### config.mk
export PLATFORM = sky130hd
export DESIGN_NAME = dptm_top
export DESIGN_NICKNAME = d
export VERILOG_FILES = /design/src/rtl/dptm_pkg.sv /design/src/rtl/dptm_top.sv /design/src/rtl/dptm_delay_timer.sv
export SDC_FILE = /design/constraint.sdc
export NUM_CORES = 2
export LEC_CHECK = 0
export ABC_AREA = 1
export BUFFER_PORTS_ARGS = -buffer_cell sky130_fd_sc_hd__buf_4
export CAP_MARGIN = 0
export CORE_ASPECT_RATIO = 1.1
export CORE_MARGIN = 5
export CORE_UTILIZATION = 45
export DETAILED_ROUTE_END_ITERATION = 10
export PLACE_DENSITY_LB_ADDON = 0.15
export SETUP_SLACK_MARGIN = 0.02
export SLEW_MARGIN = 15
export SYNTH_ARGS = -nofsm -noshare
export SYNTH_HDL_FRONTEND = slang
export SYNTH_SLANG_ARGS = --single-unit
### constraint.sdc
create_clock -name ref_clk -period 122.2 [get_ports ref_clk]
set_clock_uncertainty 0.15 [all_clocks]
set_input_delay 12.22 -clock ref_clk [delete_from_list [all_inputs] [get_ports ref_clk]]
set_output_delay 12.22 -clock ref_clk [all_outputs]
set_load 0.05 [all_outputs]
### src/rtl/dptm_pkg.sv
// Function
// - display lines pick one of eighteen monitor items, codes 01 to 18
// - power-on select 00 shows frequency command and a fixed banner
// - nonzero power-on select shows line1 item and power-on line2 item
// - timer active only with input function 19 and output function 21
// - timer output turns on after input stays on longer than on delay
// - timer output turns off after input stays off longer than off delay
// - deviation is target minus feedback times feedback gain
// - proportional term is deviation times proportional gain
// - integral reaches the deviation after integral time for constant deviation
// - integral magnitude is clamped to the integral limit
// - derivative is input change times derivative time over 5 ms
// - PID runs only when enable select equals 1
// - zero target and zero feedback force zero output frequency; the code does so only while PID runs, otherwise it passes freqRef through
// - modes 0-8: 0 off, 1-4 positive, 5-8 negative, odd/even derivative input
// - modes 3,4,7,8 add frequency reference to PID output
// - energy saving disabled at gain 100 percent, enabled otherwise
// - saving command scales voltage by gain, gain accepted 50 to 150 percent
// - no energy saving during PID control or ramping
package dptm_pkg;
    localparam int unsigned CLK_HZ          = 50_000_000;
    localparam int unsigned TICK_MS         = 100;
    localparam int unsigned TICK_CYCLES     = CLK_HZ / 1000 * TICK_MS;
    localparam int unsigned PID_BASE_MS     = 5;
    localparam int unsigned PID_BASE_CYCLES = CLK_HZ / 1000 * PID_BASE_MS;
    localparam logic [7:0]  MON_MIN         = 8'h01;
    localparam logic [7:0]  MON_MAX         = 8'h12;
    localparam logic [7:0]  MON_BANNER      = 8'h00;
    localparam logic [7:0]  MON_FREQ_CMD    = 8'h01;
    localparam logic [4:0]  TIMER_IN_FUNC   = 5'h13;
    localparam logic [4:0]  TIMER_OUT_FUNC  = 5'h15;
    localparam logic [7:0]  SAVE_UNITY      = 8'h64;
    localparam logic [7:0]  SAVE_MIN        = 8'h32;
    localparam logic [7:0]  SAVE_MAX        = 8'h96;
    localparam logic [3:0]  PID_MODE_MAX    = 4'h8;
    localparam logic [3:0]  PID_ENABLE_CODE = 4'h1;
    localparam logic [1:0]  FREQ_SRC_PULSE  = 2'h3;
    // wishbone register byte offsets
    localparam logic [5:0]  REG_MONITOR     = 6'h00;
    localparam logic [5:0]  REG_TIMER       = 6'h04;
    localparam logic [5:0]  REG_PID_GAIN    = 6'h08;
    localparam logic [5:0]  REG_PID_TIME    = 6'h0C;
    localparam logic [5:0]  REG_PID_CTRL    = 6'h10;
    localparam logic [5:0]  REG_SAVE        = 6'h14;
    localparam logic [5:0]  REG_STATUS      = 6'h18;
    localparam logic [5:0]  REG_PID_OUT     = 6'h1C;

    typedef struct packed {
        logic [7:0] line1;
        logic [7:0] line2;
        logic [7:0] powerOn;
    } dptm_monitor_t;

    typedef struct packed {
        logic signed [15:0] target;
        logic signed [15:0] feedback;
        logic signed [15:0] freqRef;
    } dptm_pid_in_t;

    function automatic logic [7:0] dptm_mon_clip(input logic [7:0] code);
        dptm_mon_clip = (code < MON_MIN || code > MON_MAX) ? MON_MIN : code;
    endfunction
endpackage

### src/rtl/dptm_top.sv
// Chosen here: the register offsets and register access over Wishbone.
`timescale 1ns/10ps
module dptm_top (
    // clock and reset
    input  wire logic        ref_clk,
    input  wire logic        rst,
    // wishbone slave
    input  wire logic        wb_cyc_i,
    input  wire logic        wb_stb_i,
    input  wire logic        wb_we_i,
    input  wire logic [5:0]  wb_adr_i,
    input  wire logic [3:0]  wb_sel_i,
    input  wire logic [31:0] wb_dat_i,
    output logic      [31:0] wb_dat_o,
    output logic             wb_ack_o,
    // process inputs, same clock domain
    input  wire dptm_pkg::dptm_pid_in_t pidIn,
    input  wire logic        accelDecel,
    // pins
    input  wire logic        timerPin,
    input  wire logic        saveCmdPin,
    // outputs
    output logic             timerOutPin,
    output logic      [7:0]  displayLine1,
    output logic      [7:0]  displayLine2,
    output logic             bannerShown,
    output logic signed [15:0] commandFreq,
    output logic      [7:0]  voltageScale
);
    // configuration registers
    dptm_pkg::dptm_monitor_t monitor;
    logic [15:0] onDelay, offDelay;
    logic [4:0]  multiInFunc, multiOutFunc;
    logic [7:0]  feedbackGain, propGain;
    logic [15:0] integralTime, derivTime, integralLimit;
    logic [3:0]  pidMode, pidEnable;
    logic [7:0]  saveGain;
    logic [1:0]  freqSource;
    logic        showStartup;

    // pin synchronisers
    logic timerMeta, timerSync, saveMeta, saveSync;
    always_ff @(posedge ref_clk or posedge rst) begin
        if (rst) begin
            timerMeta <= 1'b0;
            timerSync <= 1'b0;
            saveMeta  <= 1'b0;
            saveSync  <= 1'b0;
        end else begin
            timerMeta <= timerPin;
            timerSync <= timerMeta;
            saveMeta  <= saveCmdPin;
            saveSync  <= saveMeta;
        end
    end

    // tick generators
    logic [22:0] tickCnt;
    logic [17:0] baseCnt;
    wire  logic  tick100 = tickCnt == 23'(dptm_pkg::TICK_CYCLES - 1);
    wire  logic  tickBase = baseCnt == 18'(dptm_pkg::PID_BASE_CYCLES - 1);
    always_ff @(posedge ref_clk or posedge rst) begin
        if (rst) begin
            tickCnt <= 23'h00_0000;
            baseCnt <= 18'h0_0000;
        end else begin
            tickCnt <= tick100 ? 23'h00_0000 : tickCnt + 23'h00_0001;
            baseCnt <= tickBase ? 18'h0_0000 : baseCnt + 18'h0_0001;
        end
    end

    // delay timer
    wire logic timerEnable = multiInFunc == dptm_pkg::TIMER_IN_FUNC
                          && multiOutFunc == dptm_pkg::TIMER_OUT_FUNC;
    logic timerOut;
    dptm_delay_timer u_timer (
        .ref_clk  (ref_clk),
        .rst      (rst),
        .enable   (timerEnable),
        .onDelay  (onDelay),
        .offDelay (offDelay),
        .tick     (tick100),
        .timerIn  (timerSync),
        .timerOut (timerOut)
    );

    // pid datapath; gains in percent, times in 0.1 s and ms
    wire logic pidOn = pidEnable == dptm_pkg::PID_ENABLE_CODE
                    && pidMode != 4'h0 && pidMode <= dptm_pkg::PID_MODE_MAX;
    wire logic negative = pidMode > 4'h4;
    wire logic oddMode  = pidMode[0];
    wire logic addRef   = pidMode == 4'h3 || pidMode == 4'h4
                       || pidMode == 4'h7 || pidMode == 4'h8;
    // widen before the product so a full-scale feedback times 100 percent does not wrap
    wire logic signed [31:0] fbScaled = 32'(pidIn.feedback) * $signed({24'h00_0000, feedbackGain}) / 32'sd100;
    wire logic signed [31:0] devRaw   = 32'(pidIn.target) - fbScaled;
    wire logic signed [31:0] deviation = negative ? -devRaw : devRaw;
    wire logic signed [31:0] pTerm = 32'(deviation * $signed({1'b0, propGain})) / 32'sd100;
    wire logic signed [31:0] dInput = oddMode ? fbScaled - 32'(pidIn.freqRef) : fbScaled;
    wire logic signed [31:0] limit = $signed({16'h0000, integralLimit});
    // integral step per 100 ms tick: deviation / integralTime, so the sum reaches deviation after integralTime
    wire logic signed [31:0] iStep = integralTime == 16'h0000 ? 32'sd0
                                   : deviation / $signed({16'h0000, integralTime});
    logic signed [31:0] integral, lastDIn, dTerm;
    wire logic signed [31:0] iSum = integral + iStep;
    wire logic signed [31:0] iClamped = iSum > limit ? limit : (iSum < -limit ? -limit : iSum);
    wire logic bothZero = pidIn.target == 16'sh0000 && pidIn.feedback == 16'sh0000;
    wire logic signed [31:0] pidSum = pTerm + integral + dTerm + (addRef ? 32'(pidIn.freqRef) : 32'sd0);
    wire logic signed [15:0] next_commandFreq = !pidOn ? pidIn.freqRef
                                              : bothZero ? 16'sh0000
                                              : pidSum > 32'sd32767 ? 16'sh7FFF
                                              : pidSum < -32'sd32768 ? 16'sh8000 : pidSum[15:0];

    always_ff @(posedge ref_clk or posedge rst) begin
        if (rst) begin
            integral <= 32'sh0000_0000;
            lastDIn  <= 32'sh0000_0000;
            dTerm    <= 32'sh0000_0000;
        end else if (!pidOn) begin
            integral <= 32'sh0000_0000;
            lastDIn  <= dInput;
            dTerm    <= 32'sh0000_0000;
        end else begin
            if (tick100)
                integral <= iClamped;
            if (tickBase) begin
                lastDIn <= dInput;
                dTerm   <= 32'((dInput - lastDIn) * $signed({16'h0000, derivTime})) / 32'sd5;
            end
        end
    end

    // energy saving
    wire logic saveEnabled = saveGain != dptm_pkg::SAVE_UNITY;
    wire logic saveActive = saveEnabled && saveSync && !pidOn && !accelDecel;
    wire logic [7:0] next_voltageScale = saveActive ? saveGain : dptm_pkg::SAVE_UNITY;

    // display selection
    wire logic startupBanner = monitor.powerOn == dptm_pkg::MON_BANNER;
    wire logic [7:0] next_line1 = showStartup && startupBanner ? dptm_pkg::MON_FREQ_CMD
                                : dptm_pkg::dptm_mon_clip(monitor.line1);
    wire logic [7:0] next_line2 = showStartup ? (startupBanner ? dptm_pkg::MON_BANNER
                                                : dptm_pkg::dptm_mon_clip(monitor.powerOn))
                                : dptm_pkg::dptm_mon_clip(monitor.line2);

    always_ff @(posedge ref_clk or posedge rst) begin
        if (rst) begin
            timerOutPin  <= 1'b0;
            displayLine1 <= dptm_pkg::MON_FREQ_CMD;
            displayLine2 <= dptm_pkg::MON_BANNER;
            bannerShown  <= 1'b1;
            commandFreq  <= 16'sh0000;
            voltageScale <= dptm_pkg::SAVE_UNITY;
        end else begin
            timerOutPin  <= timerOut;
            displayLine1 <= next_line1;
            displayLine2 <= next_line2;
            bannerShown  <= showStartup && startupBanner;
            commandFreq  <= next_commandFreq;
            voltageScale <= next_voltageScale;
        end
    end

    // wishbone slave: one wait state, ack one cycle
    wire logic req   = wb_cyc_i && wb_stb_i && !wb_ack_o;
    wire logic wrReq = req && wb_we_i;
    wire logic hitMon  = wb_adr_i == dptm_pkg::REG_MONITOR;
    wire logic hitTim  = wb_adr_i == dptm_pkg::REG_TIMER;
    wire logic hitGain = wb_adr_i == dptm_pkg::REG_PID_GAIN;
    wire logic hitTime = wb_adr_i == dptm_pkg::REG_PID_TIME;
    wire logic hitCtrl = wb_adr_i == dptm_pkg::REG_PID_CTRL;
    wire logic hitSave = wb_adr_i == dptm_pkg::REG_SAVE;
    wire logic [31:0] mask = {{8{wb_sel_i[3]}}, {8{wb_sel_i[2]}}, {8{wb_sel_i[1]}}, {8{wb_sel_i[0]}}};
    logic [31:0] rdData;
    always_comb begin
        if (hitMon)
            rdData = {8'h00, monitor};
        else if (hitTim)
            rdData = {offDelay, onDelay};
        else if (hitGain)
            rdData = {integralLimit, propGain, feedbackGain};
        else if (hitTime)
            rdData = {derivTime, integralTime};
        else if (hitCtrl)
            rdData = {5'h00, freqSource, 4'h0, multiOutFunc, 3'h0, multiInFunc, pidEnable, pidMode};
        else if (hitSave)
            rdData = {24'h00_0000, saveGain};
        else if (wb_adr_i == dptm_pkg::REG_STATUS)
            rdData = {24'h00_0000, timerEnable, saveActive, pidOn, timerOut, 4'h0};
        else if (wb_adr_i == dptm_pkg::REG_PID_OUT)
            rdData = {integral[15:0], commandFreq};
        else
            rdData = 32'h0000_0000;
    end
    wire logic [31:0] wrMon  = (rdData & ~mask) | (wb_dat_i & mask);
    wire logic [7:0]  wrGain = wrMon[7:0];
    // save gains outside 50..150 are refused and the old value kept
    wire logic gainOk = wrGain >= dptm_pkg::SAVE_MIN && wrGain <= dptm_pkg::SAVE_MAX;

    always_ff @(posedge ref_clk or posedge rst) begin
        if (rst) begin
            wb_ack_o      <= 1'b0;
            wb_dat_o      <= 32'h0000_0000;
            monitor       <= '{line1: dptm_pkg::MON_FREQ_CMD, line2: dptm_pkg::MON_FREQ_CMD,
                               powerOn: dptm_pkg::MON_BANNER};
            onDelay       <= 16'h0000;
            offDelay      <= 16'h0000;
            feedbackGain  <= 8'h64;
            propGain      <= 8'h64;
            integralLimit <= 16'h0064;
            integralTime  <= 16'h000A;
            derivTime     <= 16'h0000;
            pidMode       <= 4'h0;
            pidEnable     <= 4'h0;
            multiInFunc   <= 5'h00;
            multiOutFunc  <= 5'h00;
            freqSource    <= 2'h0;
            saveGain      <= dptm_pkg::SAVE_UNITY;
            showStartup   <= 1'b1;
        end else begin
            wb_ack_o <= req;
            wb_dat_o <= req ? rdData : 32'h0000_0000;
            // startup view ends once a display line byte is written; the power-on byte alone keeps it
            if (wrReq && hitMon) begin
                monitor <= wrMon[23:0];
                if (wb_sel_i[2:1] != 2'h0)
                    showStartup <= 1'b0;
            end
            if (wrReq && hitTim) begin
                onDelay  <= wrMon[15:0];
                offDelay <= wrMon[31:16];
            end
            if (wrReq && hitGain) begin
                feedbackGain  <= wrMon[7:0];
                propGain      <= wrMon[15:8];
                integralLimit <= wrMon[31:16];
            end
            if (wrReq && hitTime) begin
                integralTime <= wrMon[15:0];
                derivTime    <= wrMon[31:16];
            end
            if (wrReq && hitCtrl) begin
                pidMode      <= wrMon[3:0];
                pidEnable    <= wrMon[7:4];
                multiInFunc  <= wrMon[12:8];
                multiOutFunc <= wrMon[20:16];
                freqSource   <= wrMon[17 + 8 +: 2];
            end
            if (wrReq && hitSave && gainOk)
                saveGain <= wrGain;
        end
    end
endmodule

### src/rtl/dptm_delay_timer.sv
`timescale 1ns/10ps
module dptm_delay_timer (
    // clock and reset
    input  wire logic        ref_clk,
    input  wire logic        rst,
    // control
    input  wire logic        enable,
    input  wire logic [15:0] onDelay,
    input  wire logic [15:0] offDelay,
    input  wire logic        tick,
    input  wire logic        timerIn,
    // result
    output logic             timerOut
);
    logic        lastIn;
    logic [15:0] elapsed;
    wire  logic  changed = timerIn != lastIn;
    wire  logic  onDone  = elapsed > onDelay;
    wire  logic  offDone = elapsed > offDelay;

    always_ff @(posedge ref_clk or posedge rst) begin
        if (rst) begin
            lastIn   <= 1'b0;
            elapsed  <= 16'h0000;
            timerOut <= 1'b0;
        end else if (!enable) begin
            lastIn   <= timerIn;
            elapsed  <= 16'h0000;
            timerOut <= 1'b0;
        end else begin
            lastIn <= timerIn;
            if (changed)
                elapsed <= 16'h0000;
            else if (tick && elapsed != 16'hFFFF)
                elapsed <= elapsed + 16'h0001;
            if (timerIn && !changed && onDone)
                timerOut <= 1'b1;
            else if (!timerIn && !changed && offDone)
                timerOut <= 1'b0;
        end
    end
endmodule

# ---- Yosys cells after proc, flatten, opt, wreduce, memory -nomap -nowiden
# Index checks and enable logic that the tools add are counted.
# Widths: inputs -> output; s select.
dict set report classes {
  n_addsub 12
  multipliers 3
  n_div 4
  order_cmp 16
  n_eq_ne 23
  mux 40
  n_bitwise 4
  reduce_logical 43
}
# op count
set ops {}
lappend ops {{$mux 32} 21}
lappend ops {{$add 32x32->32} 4}
lappend ops {{$mux 16} 7}
lappend ops {{$and 32x32->32} 2}
lappend ops {{$div 32x8->32 const B} 2}
lappend ops {{$mux 8} 7}
lappend ops {{$logic_not 16->1} 3}
lappend ops {{$div 32x17->32} 1}
lappend ops {{$div 32x4->32 const B} 1}
lappend ops {{$gt 16x16->1} 2}
lappend ops {{$gt 32x16->1 const B} 1}
lappend ops {{$gt 32x17->1} 1}
lappend ops {{$lt 32x16->1 const B} 1}
lappend ops {{$lt 32x32->1} 1}
lappend ops {{$mul 32x17->32} 1}
lappend ops {{$mul 32x9->32} 1}
lappend ops {{$neg 16->32} 1}
lappend ops {{$neg 32->32} 1}
lappend ops {{$not 32->32} 1}
lappend ops {{$or 32x32->32} 1}
lappend ops {{$sub 16x32->32} 1}
lappend ops {{$sub 32x16->32} 1}
lappend ops {{$sub 32x32->32} 1}
lappend ops {{$mul 16x9->25} 1}
lappend ops {{35 further kinds} 81}
dict set report word_totals {
  register_bits 383
  in_bits 98
}

# ---- Longest topological paths before layout
dict set report depth {
  depth_word 18
  mapped_depth 815
  depth_no_buf 765
}

# ---- Cells and area by module
# Synthesis repeated with hierarchy kept, for this count alone.
dict set report unflattened {
  hier_cells 13561
  hier_area_um2 90858.4
}
# mod n_inst cells_per_inst area_each_um2 seq_area_each_um2
set modules_own_cells {}
lappend modules_own_cells {dptm_top 1 13287 88981.6 9161.3}
lappend modules_own_cells {dptm_delay_timer 1 274 1876.8 450.4}

# ---- Worst setup path before layout
# OpenSTA, ideal clock, no wires.
dict set report synth_timing {
  path_type {input -> register}
  startpoint {in pidIn[31] (netlist bit)}
  endpoint {reg integral[10]}
  arrival_time_ns 118.934
  required_time_ns 121.920
  setup_slack_ns 2.986
  stages 770
  path_cell_list {clkbuf_1 nand2_1 inv_1 fa_1 inv_1 fa_1 inv_1 fa_1 inv_1 fa_1 inv_1 ha_1 nand2_1 inv_1 nand2_1 nand2_1 a21oi_1 nand2_1 (+734 left out) ha_1 a21oi_1 o21ai_0 o311ai_0 nand2_1 a21o_1 maj3_1 nand4_1 nand3_1 or2_2 nand2_1 inv_1 buf_4 dlygate4sd3_1 o21ai_0 nand2_1 nand3_1 o21ai_1}
}
dict set report synth_via {
  elab_chain_cells 13
  elab_cells_between_ends 14
}
# element line
set synth_rtl {}
lappend synth_rtl {{from (decl)} dptm_top.sv:17} ;# input wire dptm_pkg::dptm_pid_in_t pidIn,
lappend synth_rtl {{$mul 16x9->25 *} dptm_top.sv:95} ;# wire logic signed [31:0] fbScaled = 32'(pidIn.feedback) * $signed({24'h00_0000, feedbackGain}) / 32'sd100;
lappend synth_rtl {{$div 32x8->32 *} dptm_top.sv:95}
lappend synth_rtl {{$sub 16x32->32 *} dptm_top.sv:96} ;# wire logic signed [31:0] devRaw = 32'(pidIn.target) - fbScaled;
lappend synth_rtl {{$neg 32->32} dptm_top.sv:97} ;# wire logic signed [31:0] deviation = negative ? -devRaw : devRaw;
lappend synth_rtl {{$mux 32 *} dptm_top.sv:97}
lappend synth_rtl {{$div 32x17->32 *} dptm_top.sv:103} ;# : deviation / $signed({16'h0000, integralTime});
lappend synth_rtl {{$mux 32 *} dptm_top.sv:102} ;# wire logic signed [31:0] iStep = integralTime == 16'h0000 ? 32'sd0
lappend synth_rtl {{$add 32x32->32 *} dptm_top.sv:105} ;# wire logic signed [31:0] iSum = integral + iStep;
lappend synth_rtl {{$lt 32x32->1} dptm_top.sv:106} ;# wire logic signed [31:0] iClamped = iSum > limit ? limit : (iSum < -limit ? -limit : iSum);
lappend synth_rtl {{$mux 32} dptm_top.sv:106}
lappend synth_rtl {{$mux 32 *} dptm_top.sv:106}
lappend synth_rtl {{$mux 32 *} dptm_top.sv:124} ;# if (tick100)
lappend synth_rtl {{$mux 32 *} dptm_top.sv:119} ;# end else if (!pidOn) begin
lappend synth_rtl {{to (signal assigned)} dptm_top.sv:125} ;# integral <= iClamped;
lappend synth_rtl {{to (decl)} dptm_top.sv:104} ;# logic signed [31:0] integral, lastDIn, dTerm;
# Mark *: on every way between the ends. The rest lies on a longest branch, timed or not. The select of a mux whose other input is x is not followed.
# A chain may end at the register's enable or synchronous reset.

==> Implementation_results.wiki <==
{| class="wikitable"
! Metric !! Value
|-
| I/O pin cnt || 173
|-
| Drt via density || 5.47
|-
| Maximum achievable frequency || 0.00881 GHz
|-
| Max cap viols || 0
|-
| Clock slew at the register clock pins of the worst setup and hold paths || 70 ps
|-
| Count of warnings emitted by yosys || 0
|-
| Vertical die dimension || 478 um
|-
| Worst path required time || 122580 ps
|-
| Nets || 15.2k
|-
| Number of enable-type register cells in the synthesized netlist || 0
|-
| Total length of routed wires || 327000 um
|-
| Cell count of the worst hold path || 0
|-
| Clock sink count || 383
|-
| Count of routing violations after the opening detailed-route iteration || 6406
|-
| CTS tree || done
|-
| Most frequent cells after synthesis || nand2_1, inv_1, nor2_1
|-
| RD Place Congestion || 0.990
|-
| Clock latency on the worst-skew pair || 650 ps
|-
| Met2 usage || 0.531
|-
| Die footprint || 208000 sq um
|-
| Clock period minus final worst setup slack || 113520 ps
|-
| Detail Placement HPWL || 270000 um
|-
| Number of buffers inserted during clock tree synthesis || 48
|-
| Initial core utilization || 0.453
|-
| Worst slew margin relative to its limit || 0.127
|-
| Worst Reg-to-Reg Cells || 715
|-
| Final critical-path share of the clock period || 0.929
|-
| Layer carrying the most global-route usage || met2
|-
| Routed wire length per instance || 20.1 um
|-
| Worst reg2reg setup slack || 19380 ps
|-
| Classification of the worst setup path || in2reg
|-
| Via count of the first global-routing pass || 87.4k
|-
| Most common cell in the netlist || nand2_1
|-
| Biggest area consumer among synthesized cells || fa_1
|-
| Sequential element share of the synthesized area || 0.107
|-
| Area growth, synth to finish || 8.60%
|-
| Met1 track demand over resource || 0.356
|-
| Setup crit end kind || register
|-
| Fin util || 0.492
|-
| Final standard cell area without fillers || 97400 sq um
|-
| Post-synth ARST share || 1.00
|-
| Hold Crit Class || reg2reg
|-
| DR pass1 iterations || 6
|-
| Area of the mapped netlist || 89700 sq um
|-
| Maximum number of pins on one net before global-route repair || 159
|-
| Most Frequent Cell on Critical Path || nand2_1
|-
| Average footprint of a synthesized cell || 6.66 sq um
|-
| Total core area || 198000 sq um
|-
| Post-synth top area share || 0.140
|-
| Clock root buffer master || clkbuf_16
|-
| Global-route track usage on met3 || 0.0367
|-
| Number of endpoints failing setup at the final stage || 0
|-
| Critical path's slowest cell || fa_1
|-
| Status || complete, no violations
|-
| Area after detailed placement || 94100 sq um
|-
| Most frequently used flop master after synthesis || dfrtp_1
|-
| Total of flip-flops plus latches after synthesis || 383
|-
| CTS H-Tree Depth || 2
|-
| Proportion of layout cells with a drive suffix above 1 || 0.115
|-
| Pre-CTS setup slack || -2820 ps
|-
| Minimum setup slack in the final design || 8680 ps
|-
| Vias after detailed routing || 89.0k
|-
| Wire length of the first global-routing pass || 500000 um
|-
| Number of buffers on the longest clock path || 3
|-
| Synth Instances || 13.5k
|-
| CP startpoint kind || primary input
|-
| CP peak stage delay || 560 ps
|-
| Number of distinct library cell variants in the gate-level netlist after synthesis || 99
|-
| Global Route Usage Sum || 0.304
|-
| Global-route congestion overflow total || 0
|-
| Residual antenna-violating net count after detailed routing || 0
|-
| Main area contributors after synthesis || fa_1, nand2_1, ha_1, dfrtp_1, inv_1
|-
| Maximum net fanout on the critical path || 26
|-
| Remaining routing DRC violations || 0
|-
| Number of input and output port buffers inserted || 172
|-
| Hold violation count in the final report || 0
|-
| Number of antenna violations at the first check in global routing || 19
|-
| Slew at the pin with the worst max-slew slack || 1300 ps
|-
| Die Wd || 436 um
|-
| Data arrival time at the worst-slack endpoint || 113900 ps
|-
| Max-slew violation count || 0
|-
| # rows || 171
|}
==> registers in the layout (all words and copies together), names as in the netlist, 16 cells and up <==
register / flops
dTerm: 32
integral: 32
lastDIn: 32
wb_dat_o: 32
monitor: 24
tickCnt: 23
baseCnt: 18
commandFreq: 16
derivTime: 16
integralLimit: 16
integralTime: 16
offDelay: 16
onDelay: 16
u_timer.elapsed: 16
==> stage by stage <==
stage	setup TNS [ps]	instances	hold WS [ps]
floorplan	0	13500	181
global placement	0	16100	187
detailed placement	-81180	16100	189
CTS	0	16200	186
global route	-26710	16300	195
finish	0	16300	186
==> worst max-delay path, delay by kind of cell <==
kind / cells / cell delay (ps)
buf+inv: 161 / 15570
simple gates: 353 / 40040
xor+xnor: 7 / 1740
fa+ha+maj: 54 / 17700
compound gates: 349 / 55400
mux: 1 / 260
==> routing by layer <==
| metal | routed length, um | vias to the layer above | part of all wire |
|---|---|---|---|
| met2 | 156000 | 2675 | 0.48 |
| met1 | 128000 | 42400 | 0.39 |
| li1 | - | 43100 | - |
| met4 | 25500 | 18 | 0.078 |
| met3 | 17900 | 856 | 0.055 |
| met5 | 123 | - | 0.00038 |
==> timing repair <==
item | in CTS | in global routing
pin swaps | 2 | 55
setup endpoints to repair | 32 | 32
cloned | 4 | 6
hold endpoints to repair | 0 | 0
hold buffers | 0 | 0
gates resized for setup | 22 | 232
setup buffers | 0 | 55
==> cell families (layout without fill, tap and decap cells) <==
logic type               count (synthesis)  count (layout)  share of synthesized area
AND/OR/NAND/NOR                       5961            5966                      0.309
buffers and inverters                 2850            3041                      0.124
AO/OA/AOI/OAI                         2048            2048                      0.129
adder cells (fa/ha/maj)               1468            1468                      0.257
XOR/XNOR                               742             742                     0.0729
flip-flops                             383             383                      0.107
multiplexers                             9               9                    0.00100
other                                    1              11                  0.0000418
==> path summary, 6_finish.rpt <==
check / to / from
max in group asynchronous: wb_dat_o[0]$_DFF_PP0_ / rst
worst min-delay path: saveSync$_DFF_PP0_ / saveMeta$_DFF_PP0_
worst min register to register: saveSync$_DFF_PP0_ / saveMeta$_DFF_PP0_
worst max-delay path: integral[13]$_DFFE_PP0P_ / pidIn[22]
min in group asynchronous: wb_dat_o[25]$_DFF_PP0_ / rst
worst max register to register: integral[13]$_DFFE_PP0P_ / feedbackGain[4]$_DFFE_PP0P_
==> cell usage in the layout, fill, tap and decap left out, drive strengths merged, types with 10 or more instances in the layout <==
master      n
o21a       25
bufinv     13
xor2      541
a31oi      36
inv      2504
nor2     1155
nor3      160
nand3     739
xnor2     199
ha        839
a21oi     642
o21bai     79
o31ai      46
or2        77
o22ai      50
dfrtp     361
dfstp      22
a221oi     31
clkbuf     55
clkinv     61
nand2    3439
a211oi     23
fa        628
o2111ai    16
o221ai     10
and2       17
buf       402
o21ai     950
a21o       73
nor4       65
nand3b     49
nand4     243
o211ai     34
==> cell type report <==
class	instances	area (sq um)
diodes	5	12.5
well taps	2595	3250
flip-flops and latches	383	9610
repair inverters	5	40.0
clock buffers	55	1290
fillers	20000	100000
inverters	2544	9660
clock inverters	35	542
multi-input cells	10200	69900
repair buffers	402	3090
Power is not shown: default switching activity piles up to over one toggle a cycle in this logic, so the estimate is an artifact.
